`src/verilog/rsmc_pkg.sv`:
```
// Operation
// - sleep only with non-zero mode and pin request or expired idle timer
// - idle timer acts only in modes 4 and 5
// - mode 1 sleeps while pin high, wakes on low level
// - finish radio activity, pass idle, then sleep
// - ignore serial and radio activity while pin-asleep
// - clear-to-send low once awake after pin sleep
// - mode 2 like mode 1 with shorter wake time
// - mode 0 never sleeps, stays ready
// - mode 4 wakes every sleep period and polls coordinator
// - no data after poll sleeps again, data keeps awake until idle expiry
// - cyclic remote drives clear-to-send low on wake when configured
// - mode 5 also wakes on falling pin edge, then clear-to-send low
// - any unicast activity restarts the idle timer
// - once pin-woken in mode 5 ignore pin, sleep on idle expiry
// - coordinator stays awake, buffers one indirect message until polled
// - drop indirect message unpolled for 2.5 sleep periods
// - broadcast traffic does not restart the idle timer
// - pin modes poll on wake only when association flag allows
package rsmc_pkg;
   // ----------------------------------------
   // timing
   // ----------------------------------------
   localparam int unsigned CLK_KHZ = 25000;
   localparam int unsigned HIB_WAKE_US = 10200;
   localparam int unsigned DOZE_WAKE_US = 2600;
   localparam int unsigned TICK_US = 1000;
   localparam int unsigned HIB_WAKE_CYC = HIB_WAKE_US * CLK_KHZ / 1000;
   localparam int unsigned DOZE_WAKE_CYC = DOZE_WAKE_US * CLK_KHZ / 1000;
   localparam int unsigned TICK_CYC = TICK_US * CLK_KHZ / 1000;
   // ----------------------------------------
   // register map (byte addresses)
   // ----------------------------------------
   localparam logic [3:0] ADDR_CTRL = 4'h0;
   localparam logic [3:0] ADDR_IDLE_TIME = 4'h4;
   localparam logic [3:0] ADDR_SLEEP_PER = 4'h8;
   localparam logic [3:0] ADDR_STATUS = 4'hC;
   localparam int CTRL_MODE_LSB = 0;
   localparam int CTRL_COORD_BIT = 3;
   localparam int CTRL_ASSOC_BIT = 4;
   localparam int CTRL_CTS_BIT = 5;
   localparam logic [2:0] MODE_RST = 3'h0;
   localparam logic [15:0] IDLE_TIME_RST = 16'h1388;
   localparam logic [15:0] SLEEP_PER_RST = 16'h0064;
   localparam logic [18:0] DROP_MULT = 19'h00005;
   // ----------------------------------------
   // modes and states
   // ----------------------------------------
   localparam logic [2:0] MODE_OFF = 3'h0;
   localparam logic [2:0] MODE_HIB = 3'h1;
   localparam logic [2:0] MODE_DOZE = 3'h2;
   localparam logic [2:0] MODE_CYC = 3'h4;
   localparam logic [2:0] MODE_CYC_PIN = 3'h5;
   localparam logic [2:0] MODE_COORD = 3'h6;
   typedef enum logic [2:0] {
      ST_AWAKE = 3'b000,
      ST_DRAIN = 3'b001,
      ST_SLEEP = 3'b010,
      ST_WAKE = 3'b011,
      ST_POLL = 3'b100
   } rsmc_state_t;
endpackage

```
`src/verilog/rsmc_top.sv`:
```
// The address map and register access over Avalon-MM were decided locally.
`timescale 1ns/10ps
module rsmc_top #(
   parameter int unsigned TICK_CYCLES = rsmc_pkg::TICK_CYC,
   parameter int unsigned HIB_WAKE_CYCLES = rsmc_pkg::HIB_WAKE_CYC,
   parameter int unsigned DOZE_WAKE_CYCLES = rsmc_pkg::DOZE_WAKE_CYC
) (
   // clock and reset
   input wire logic clk,
   input wire logic resetn,
   // register bus
   input wire logic [3:0] avs_address,
   input wire logic avs_read,
   input wire logic avs_write,
   input wire logic [31:0] avs_writedata,
   output logic [31:0] avs_readdata,
   output logic avs_waitrequest,
   // host pins
   input wire logic sleep_request_pin,
   output logic cts_n,
   // radio core status
   input wire logic rf_busy,
   input wire logic unicast_activity,
   input wire logic broadcast_activity,
   input wire logic poll_done,
   input wire logic poll_data,
   // radio core control
   output logic poll_req,
   output logic io_enable,
   output logic asleep,
   // indirect message buffer
   input wire logic ind_store,
   input wire logic ind_poll_hit,
   output logic ind_held,
   output logic ind_send,
   output logic ind_drop
);
   import rsmc_pkg::*;

   typedef struct packed {
      rsmc_state_t st;
      logic pin_s1;
      logic pin_s2;
      logic pin_s3;
      logic waitreq;
      logic [31:0] rdata;
      logic [2:0] mode;
      logic coord_en;
      logic assoc_poll;
      logic cts_cfg;
      logic [15:0] idle_time;
      logic [15:0] sleep_per;
      logic [31:0] tick_cnt;
      logic [15:0] idle_cnt;
      logic [15:0] sleep_cnt;
      logic [31:0] wake_cnt;
      logic pin_woken;
      logic cts_n;
      logic poll_req;
      logic io_en;
      logic asleep;
      logic ind_held;
      logic [17:0] ind_age;
      logic ind_send;
      logic ind_drop;
   } rsmc_regs_t;

   rsmc_regs_t r;
   rsmc_regs_t n;
   logic tick;
   logic sleep_ok;
   logic pin_mode;
   logic timed;
   logic pin_lvl;
   logic pin_fall;
   logic idle_exp;
   logic coord;

   function automatic logic [31:0] reg_read(input rsmc_regs_t s, input logic [3:0] a);
      logic [31:0] v;
      v = 32'h0000_0000;
      unique case (a)
         ADDR_CTRL: begin
            v[CTRL_MODE_LSB +: 3] = s.mode;
            v[CTRL_COORD_BIT] = s.coord_en;
            v[CTRL_ASSOC_BIT] = s.assoc_poll;
            v[CTRL_CTS_BIT] = s.cts_cfg;
         end
         ADDR_IDLE_TIME: v[15:0] = s.idle_time;
         ADDR_SLEEP_PER: v[15:0] = s.sleep_per;
         ADDR_STATUS: v[5:0] = {s.pin_woken, s.ind_held, s.asleep, s.st};
         default: v = 32'h0000_0000;
      endcase
      return v;
   endfunction

   // ----------------------------------------
   // mode decode
   // ----------------------------------------
   assign coord = r.coord_en || (r.mode == MODE_COORD);
   assign sleep_ok = (r.mode != MODE_OFF) && !coord;
   assign pin_mode = sleep_ok && (r.mode == MODE_HIB || r.mode == MODE_DOZE);
   assign timed = sleep_ok && (r.mode == MODE_CYC || r.mode == MODE_CYC_PIN);
   // only the second and third stages are looked at
   assign pin_lvl = r.pin_s2;
   assign pin_fall = r.pin_s3 && !r.pin_s2;
   assign tick = (r.tick_cnt == 32'(TICK_CYCLES - 1));
   assign idle_exp = timed && (r.idle_cnt >= r.idle_time);

   // ----------------------------------------
   // next state
   // ----------------------------------------
   always_comb begin
      n = r;
      n.pin_s1 = sleep_request_pin;
      n.pin_s2 = r.pin_s1;
      n.pin_s3 = r.pin_s2;
      n.poll_req = 1'b0;
      n.ind_send = 1'b0;
      n.ind_drop = 1'b0;
      n.tick_cnt = tick ? 32'h0000_0000 : r.tick_cnt + 32'h0000_0001;

      // bus: answer one cycle after the request, write lands on the accepting edge
      if (r.waitreq) begin
         if (avs_read || avs_write) begin
            n.waitreq = 1'b0;
            n.rdata = reg_read(r, avs_address);
         end
      end else begin
         n.waitreq = 1'b1;
         if (avs_write) begin
            unique case (avs_address)
               ADDR_CTRL: begin
                  n.mode = avs_writedata[CTRL_MODE_LSB +: 3];
                  n.coord_en = avs_writedata[CTRL_COORD_BIT];
                  n.assoc_poll = avs_writedata[CTRL_ASSOC_BIT];
                  n.cts_cfg = avs_writedata[CTRL_CTS_BIT];
               end
               ADDR_IDLE_TIME: n.idle_time = avs_writedata[15:0];
               ADDR_SLEEP_PER: n.sleep_per = avs_writedata[15:0];
               default: n.idle_time = r.idle_time;
            endcase
         end
      end

      // idle timer: broadcasts deliberately excluded
      if (unicast_activity || rf_busy) begin
         n.idle_cnt = 16'h0000;
      end else if (tick && r.idle_cnt != 16'hFFFF) begin
         n.idle_cnt = r.idle_cnt + 16'h0001;
      end

      unique case (r.st)
         ST_AWAKE: begin
            if ((pin_mode && pin_lvl) || idle_exp) begin
               n.st = ST_DRAIN;
            end
         end
         ST_DRAIN: begin
            if (!sleep_ok || (pin_mode && !pin_lvl)) begin
               n.st = ST_AWAKE;
            end else if (!rf_busy) begin
               n.st = ST_SLEEP;
               n.sleep_cnt = 16'h0000;
               n.pin_woken = 1'b0;
            end
         end
         ST_SLEEP: begin
            if (!sleep_ok) begin
               n.st = ST_AWAKE;
               n.idle_cnt = 16'h0000;
            end else if (pin_mode) begin
               if (!pin_lvl) begin
                  n.st = ST_WAKE;
                  n.wake_cnt = (r.mode == MODE_HIB) ? 32'(HIB_WAKE_CYCLES - 1) : 32'(DOZE_WAKE_CYCLES - 1);
               end
            end else if (r.mode == MODE_CYC_PIN && pin_fall) begin
               n.st = ST_WAKE;
               n.pin_woken = 1'b1;
               n.wake_cnt = 32'(DOZE_WAKE_CYCLES - 1);
            end else if (tick) begin
               if (r.sleep_cnt + 16'h0001 >= r.sleep_per) begin
                  n.st = ST_WAKE;
                  n.wake_cnt = 32'(DOZE_WAKE_CYCLES - 1);
               end else begin
                  n.sleep_cnt = r.sleep_cnt + 16'h0001;
               end
            end
         end
         ST_WAKE: begin
            if (r.wake_cnt != 32'h0000_0000) begin
               n.wake_cnt = r.wake_cnt - 32'h0000_0001;
            end else if ((timed && !r.pin_woken) || (pin_mode && r.assoc_poll)) begin
               n.st = ST_POLL;
               n.poll_req = 1'b1;
            end else begin
               n.st = ST_AWAKE;
               n.idle_cnt = 16'h0000;
            end
         end
         ST_POLL: begin
            if (poll_done) begin
               if (poll_data || pin_mode || !sleep_ok) begin
                  n.st = ST_AWAKE;
                  n.idle_cnt = 16'h0000;
               end else begin
                  n.st = ST_SLEEP;
                  n.sleep_cnt = 16'h0000;
               end
            end
         end
         default: n.st = ST_AWAKE;
      endcase

      // one-deep indirect buffer; a poll beats an expiry in the same cycle
      if (!coord) begin
         n.ind_held = 1'b0;
      end else if (r.ind_held) begin
         if (ind_poll_hit) begin
            n.ind_held = 1'b0;
            n.ind_send = 1'b1;
         end else if ({r.ind_age, 1'b0} >= 19'(r.sleep_per) * DROP_MULT) begin
            n.ind_held = 1'b0;
            n.ind_drop = 1'b1;
         end else if (tick) begin
            n.ind_age = r.ind_age + 18'h00001;
         end
      end else if (ind_store && r.sleep_per != 16'h0000) begin
         n.ind_held = 1'b1;
         n.ind_age = 18'h00000;
      end

      n.io_en = !(n.st == ST_SLEEP || n.st == ST_WAKE);
      n.asleep = (n.st == ST_SLEEP);
      n.cts_n = !((n.st == ST_AWAKE && (!(n.mode == MODE_CYC || n.mode == MODE_CYC_PIN) || n.cts_cfg || n.pin_woken))
                  || (n.st == ST_POLL && n.cts_cfg));
   end

   always_ff @(posedge clk or negedge resetn) begin
      if (!resetn) begin
         r <= '{st: ST_AWAKE, waitreq: 1'b1, mode: MODE_RST, idle_time: IDLE_TIME_RST,
                sleep_per: SLEEP_PER_RST, cts_n: 1'b0, io_en: 1'b1, default: '0};
      end else begin
         r <= n;
      end
   end

   assign avs_readdata = r.rdata;
   assign avs_waitrequest = r.waitreq;
   assign cts_n = r.cts_n;
   assign poll_req = r.poll_req;
   assign io_enable = r.io_en;
   assign asleep = r.asleep;
   assign ind_held = r.ind_held;
   assign ind_send = r.ind_send;
   assign ind_drop = r.ind_drop;

   // ----------------------------------------
   // checks
   // ----------------------------------------
   property p_no_sleep_when_off;
      @(posedge clk) disable iff (!resetn) (!sleep_ok && r.st != ST_SLEEP) |=> r.st != ST_SLEEP;
   endproperty
   a_no_sleep_when_off: assert property (p_no_sleep_when_off) else $error("slept with sleep disabled");

   property p_drain_first;
      @(posedge clk) disable iff (!resetn)
         $rose(r.asleep) |-> ($past(r.st) == ST_DRAIN && !$past(rf_busy)) || ($past(r.st) == ST_POLL && $past(poll_done));
   endproperty
   a_drain_first: assert property (p_drain_first) else $error("sleep entered without drain");

   property p_pin_level_wake;
      @(posedge clk) disable iff (!resetn) (r.st == ST_SLEEP && pin_mode && !pin_lvl) |=> r.st == ST_WAKE;
   endproperty
   a_pin_level_wake: assert property (p_pin_level_wake) else $error("low pin level did not wake");

   property p_io_gated;
      @(posedge clk) disable iff (!resetn) (r.st == ST_SLEEP || r.st == ST_WAKE) |-> !io_enable && cts_n;
   endproperty
   a_io_gated: assert property (p_io_gated) else $error("io enabled while asleep");

   property p_cts_after_pin_wake;
      @(posedge clk) disable iff (!resetn)
         (r.st == ST_WAKE && r.wake_cnt == 32'h0000_0000 && pin_mode && !r.assoc_poll) |=> !cts_n;
   endproperty
   a_cts_after_pin_wake: assert property (p_cts_after_pin_wake) else $error("cts not low after wake");

   property p_timer_restart;
      @(posedge clk) disable iff (!resetn) unicast_activity |=> r.idle_cnt == 16'h0000;
   endproperty
   a_timer_restart: assert property (p_timer_restart) else $error("activity did not restart idle timer");

   property p_bcast_ignored;
      @(posedge clk) disable iff (!resetn)
         (broadcast_activity && !unicast_activity && !rf_busy && r.st == ST_AWAKE && r.idle_cnt != 16'h0000)
         |=> r.idle_cnt != 16'h0000;
   endproperty
   a_bcast_ignored: assert property (p_bcast_ignored) else $error("broadcast restarted idle timer");

   property p_cyclic_poll;
      @(posedge clk) disable iff (!resetn)
         (r.st == ST_WAKE && r.wake_cnt == 32'h0000_0000 && timed && !r.pin_woken) |=> poll_req ##1 !poll_req;
   endproperty
   a_cyclic_poll: assert property (p_cyclic_poll) else $error("missing poll after cyclic wake");

   property p_pin_ignored_awake;
      @(posedge clk) disable iff (!resetn) (r.st == ST_AWAKE && timed && !idle_exp) |=> r.st == ST_AWAKE;
   endproperty
   a_pin_ignored_awake: assert property (p_pin_ignored_awake) else $error("left awake without timer expiry");

   property p_drop_age;
      @(posedge clk) disable iff (!resetn)
         (coord && r.ind_held && !ind_poll_hit && {r.ind_age, 1'b0} >= 19'(r.sleep_per) * DROP_MULT)
         |=> ind_drop && !ind_held;
   endproperty
   a_drop_age: assert property (p_drop_age) else $error("stale indirect message kept");

   c_pin_cycle: cover property (@(posedge clk) disable iff (!resetn) pin_mode && r.st == ST_SLEEP ##[1:300] !cts_n);
   c_poll_nodata: cover property (@(posedge clk) disable iff (!resetn) r.st == ST_POLL && poll_done && !poll_data);
   c_pin_edge_wake: cover property (@(posedge clk) disable iff (!resetn) r.st == ST_SLEEP && timed && pin_fall);
   c_ind_send: cover property (@(posedge clk) disable iff (!resetn) ind_send);
endmodule

```
`config.mk`:
```
export PLATFORM = sky130hd
export DESIGN_NAME = rsmc_top
export DESIGN_NICKNAME = d
export VERILOG_FILES = /design/src/verilog/rsmc_pkg.sv /design/src/verilog/rsmc_top.sv
export SDC_FILE = /design/constraint.sdc
export NUM_CORES = 1
export LEC_CHECK = 0
export BUFFER_PORTS_ARGS = -buffer_cell sky130_fd_sc_hd__buf_2
export CELL_PAD_IN_SITES_DETAIL_PLACEMENT = 0
export CELL_PAD_IN_SITES_GLOBAL_PLACEMENT = 1
export CORE_ASPECT_RATIO = 1.2
export CORE_MARGIN = 4
export CORE_UTILIZATION = 50
export CTS_BUF_LIST = sky130_fd_sc_hd__clkbuf_2
export CTS_CLUSTER_SIZE = 14
export DETAILED_ROUTE_END_ITERATION = 10
export GPL_TIMING_DRIVEN = 0
export PLACE_DENSITY_LB_ADDON = 0.08
export RECOVER_POWER = 50
export SYNTH_ARGS = -nofsm -noshare
export SYNTH_HDL_FRONTEND = slang
export SYNTH_SLANG_ARGS = --single-unit
```
`constraint.sdc`:
```
create_clock -name clk -period 7.7 [get_ports clk]
set_clock_uncertainty 0.05 [all_clocks]
set_input_delay 0.77 -clock clk [delete_from_list [all_inputs] [get_ports clk]]
set_output_delay 0.77 -clock clk [all_outputs]
set_load 0.01 [all_outputs]
```
### Word level (Yosys, flattened, before mapping)

Index checks and enable logic that the tools add are counted.

* bits in registers: 183
* logic and storage cells: 191

* $add $sub $neg: 5
* $mul: 1
* $lt $le $gt $ge: 3
* equal/unequal tests: 35
* multiplexer cells: 69
* bitwise gates (word level): 1
* reductions and logical operators: 52

Operators by type and width (number)
* 16-bit two-way mux: 14
* 32-bit two-way mux: 7
* 16-bit one-hot mux with 3 select lines: 2
* 38-bit two-way mux: 2
* 18-bit two-way mux: 4
* 32-bit one-hot mux with 2 select lines: 1
* 49-bit two-way mux: 1
* 48-bit two-way mux: 1
* 19-bit two-way mux: 2
* 3-bit two-way mux: 12
* 33-bit two-way mux: 1
* 16-bit by 1-bit adder with 16-bit output (second input constant): 2
* 32-bit by 1-bit adder with 32-bit output (second input constant): 1
* 32-bit by 15-bit equality test with 1-bit output (second input constant): 1
* 16-bit greater-or-equal comparator: 2
* 32-bit nonzero test: 1
* 32-bit by 1-bit subtractor with 32-bit output (second input constant): 1
* 2-bit != test (second input constant): 12
* 6-bit one-hot mux with 4 select lines: 1
* 3-bit equality test (second input constant): 7
* 10-bit one-hot mux with 2 select lines: 1
* 19-bit greater-or-equal comparator: 1
* 16-bit by 3-bit multiplier with 19-bit output (second input constant): 1
* 18-bit by 1-bit adder with 18-bit output (second input constant): 1
* other kinds (27): 87

### Longest topological paths before layout

* depth in word-level cells: 14
* depth in mapped cells: 22
* gate-level depth less buffers: 20

### Worst setup path before layout

No wires, ideal clock.

* path type: reg2reg
* start point: register r[123] (netlist bit)
* end point: register r[14] (netlist bit)
* setup time: 0.078 ns
* data arrival time: 4.854 ns
* path slack: 2.718 ns
* cell stages (with the launch flop): 23
* period minus slack after synthesis: 4.982 ns
* cells stage by stage: dfrtp_1 ha_1 ha_1 fa_1 a211o_1 a21oi_1 o21ai_0 a41o_1 o41ai_1 o21bai_1 a21oi_1 xnor2_1 ha_1 a21o_1 a211oi_1 a41oi_1 o21ai_1 o211a_1 clkbuf_1 nand3_1 clkbuf_1 or3_1 a21oi_1

* word-level cells in the longest chain between the ends: 4
* elaborated cells between the ends (all ways): 7
* classes of those cells: mul: 1; order compare: 1; eq/ne: 1; reduce/logical: 4

RTL lines
* from (decl): RTL line rsmc_top.sv:68 `rsmc_regs_t r;`
* from (signal assigned): RTL line rsmc_top.sv:241 `r <= '{st: ST_AWAKE, waitreq: 1'b1, mode: MODE_RST, idle_time: IDLE_TIME_RST,`
* from (signal assigned): RTL line rsmc_top.sv:244 `r <= n;`
* 16-bit by 3-bit multiplier with 19-bit output or 16-bit nonzero test (tied branches): RTL line rsmc_top.sv:222, rsmc_top.sv:228
* 19-bit greater-or-equal comparator or 1-bit logical AND (tied branches): RTL line rsmc_top.sv:222, rsmc_top.sv:228
* 2-bit != test (no source line) or 2-bit nonzero test (tied branches)
* 5-bit AND reduction (no source line) (*)

Every way passes the cells marked *; elsewhere a longest branch is shown, timed or not.
A chain may end at the register's enable or synchronous reset.

### Worst setup path in the final report

* start point: register r[123] (netlist bit)
* end point: register r[8] (netlist bit)

The elaborated chain is that of the path after synthesis.

==> metrics.csv <==
metric,value,unit
outcome,"complete, but fails checks",
failing checks,"capacitance limit, slew limit",
"most common cell after layout, fill and taps aside",dfrtp_1,
CP Launch Type,register,
P_sw,1.144,mW
first-pass GRT wire length,43030,µm
adder-cell share of the synthesized area,9.525,%
asr flop ratio synth,100.0,%
vias in the first global route,8355,
WHS,0.1563,ns
Yosys top cell area share,38.96,%
cell-internal power,1.612,mW
Compound-Gate Fraction of Synth Area,12.79,%
Final setup viols,0,
"Clk Latency, worst-skew pair",0.78,ns
synthesis-to-layout area growth,8.455,%
Post-Synth Simple-Gate Area,17.92,%
non-filler instance count after layout,1514,
Crit-path slowest cell,dfrtp_1,
grt ovf,0,
final net count,1356,
Root Buffer,clkbuf_2,
Post-CTS Setup Repair Bufs,0,
vias per cell,5.601,
Row Count,59,
Seq pwr share,43.7,%
Fill cells,2033,
max reg flops,157,
"commonest non-fill, non-tap cells in the layout","dfrtp_1 (173), nand2_1 (87), nor2_1 (87), ha_1 (83), o21ai_0 (64)",
gp weighted congestion,0.7937,
largest stage delay on the critical path,0.55,ns
Mapped Area,11110,µm²
register area,4592,µm²
die area,24690,µm²
Place WS,1.619,ns
Sink Count,183,
Cells after Synth,1134,
post-route setup slack,1.563,ns
Leak,5.801,nW
Synth Register Bits,183,
synth warn,0,
core area,21780,µm²
Clk pwr share,17.4,%
starting density of the core,51.03,%
maximum vdd drop,0.1790,mV
H-tree depth,4,
Longest Clk Path Bufs,2,
mux cell area share after synthesis,5.922,%
switching part of the total,41.51,%
Chip Width,144.1,µm
RSZ-0062 raised after global routing,no,
final number of hold-violating endpoints,0,
combinational share of power,38.9,%
initial drt markers,424,
Via Count,8480,
post-synthesis cell type count,75,
Hold Crit Class,in -> reg,
Slew HR,-138.1,%
post_cts resized,0,
xor/xnor cell area share of the yosys netlist,6.857,%
slew at the pin with the worst max-slew slack,3.571,ns
CP Data Arrival Time,6.80,ns
Antenna Violating Nets Remaining,0,
initial antenna violation count,5,
TritonCTS clock tree,built,
Worst Setup End Kind,register,
Initial DRT Pass Iterations,5,
pwr dens,228.6,nW/µm²
top area cells in the synthesized netlist,"dfrtp_1 (39%), ha_1 (9.3%), mux2_2 (4.6%)",
"Seq/Total Area, Yosys",41.32,%
final core occ,55.35,%
Final period util,79.70,%
Setup TNS,0,ns
area taken by multi-input logic gates,5952,µm²
cts hold-fix bufs,2,
WL per Instance,17.03,µm
Overall Global Routing Usage,21.89,%
Pins Over Slew Limit,64,
DRC viols,0,
dominant synthesized flop cell,dfrtp_1,
crit path time final,6.137,ns
dpl cell area,11820,µm²
critical path type,reg -> reg,
Yosys top cell by area,dfrtp_1,
post-route cell area,12050,µm²
Post-Syn Area per Cell,9.800,µm²
largest net degree at the start of global routing,121,
max-cap violation count,1,
worst-path cell chain,ha_1 > ha_1 > fa_1 > a211o_1 > a21oi_1 > o21ai_0 > a41o_1 > o41ai_1 > o21bai_1 > a21oi_1 > xnor2_1 > ha_1 > a21o_1 > a211oi_1 > a41oi_1 > o21ai_1 > o211a_1 > clkbuf_1 > nand3_1 > clkbuf_1 > or3_1 > a21oi_1,
I/O pin cnt,88,
DRT Wirelength,25780,µm
"Most flops, register",r,
Post-synth EDFFs,0,
fmax,162.9,MHz
Post-DP HPWL,19630,µm
Num CTS Buffers,17,
crit-path max FO,10,
number of port buffers,53,
die height,171.3,µm
largest family of logic cells by synthesized area,simple AND/OR/NAND/NOR gates,
"CTS clk-pin slew, worst paths",0.31,ns
layout cells sized above 1,15.93,%
placed cells,1477,
total power,2.755,mW
Required @ worst endpoint,8.37,ns
## cells in the mapped netlist, types with 6 or more instances
cell and instances:
dfrtp_1 173, a21oi_1 42, nand2_1 87, nand3_1 40, a22o_1 16, nor4_1 14, xor2_1 46, o21ai_1 6
or3_1 20, o21ai_0 63, or4_1 8, xnor2_1 41, a22oi_1 12, nand4_1 23, inv_1 61, dfstp_2 10
and3_1 22, nor2_1 87, o211ai_1 6, ha_1 83, nor2b_1 16, and4_1 8, a21o_1 9, nor3_1 18
clkbuf_1 23, nand2b_1 15, buf_4 33, o31ai_1 7, mux2_2 45
## per-layer routing
layer | routed length [µm] | part of all wire [%] | global-route usage, %
met1 | 11180 | 43 | 27.79
met2 | 13220 | 51 | 38.21
met3 | 707 | 2.7 | 3.337
met4 | 635 | 2.5 | 7.125
met5 | 34 | 0.13 | 0
## cells by family (layout without fill, tap and decap cells)
kind of cell               count (synthesis)  count (layout)
AOI/OAI and AO/OA                        214             214
xor gates and xnor gates                  87              87
adders and majority gates                 84              84
buffers and inverters                    126             214
DFF                                      183             183
muxes                                     55              55
other                                      1              19
and+or+nand+nor                          384             384
## final timing paths
kind,depth (start not counted),to,from,slack (ns)
max,22,r[8]$_DFFE_PN0P_,r[123]$_DFFE_PN0P_,1.56
max in group asynchronous,2,r[89]$_DFF_PN0_,resetn,3.97
min in group asynchronous,2,r[106]$_DFF_PN0_,resetn,1.65
max reg2reg,22,r[8]$_DFFE_PN0P_,r[123]$_DFFE_PN0P_,1.56
min reg2reg,0,pin_lvl$_DFF_PN0_,n[194]$_DFF_PN0_,0.34
min,2,r[131]$_DFFE_PN0P_,avs_writedata[9],0.16
## critical path, delay by kind of cell (launching register included)
kind            cells  cell delay (ns)
simple gates        2             0.68
buf+inv             2             0.65
xor+xnor            1             0.15
compound gates     13             2.72
flops               1             0.55
fa+ha+maj           4             1.27
## final cells by class
cell class,instances,area share (%)
antenna,3,0.06229
inverter,61,1.900
tap,274,2.844
sequential,183,38.10
buffer,65,3.291
multi-input combinational,840,49.38
clock inverter,15,1.132
clock buffer,17,0.7059
timing repair buffer,56,2.585
## power by group through the flow
stage	registers (mW)	clock network, mW	logic, mW
after detailed placement	1.22	0	1.08
after CTS	1.20	0.498	1.09
after floorplan	1.17	0	0.828
after global placement	1.22	0	1.07
final	1.20	0.479	1.07
after global routing	1.22	0.534	1.22
(Power assumes the default switching activity.)
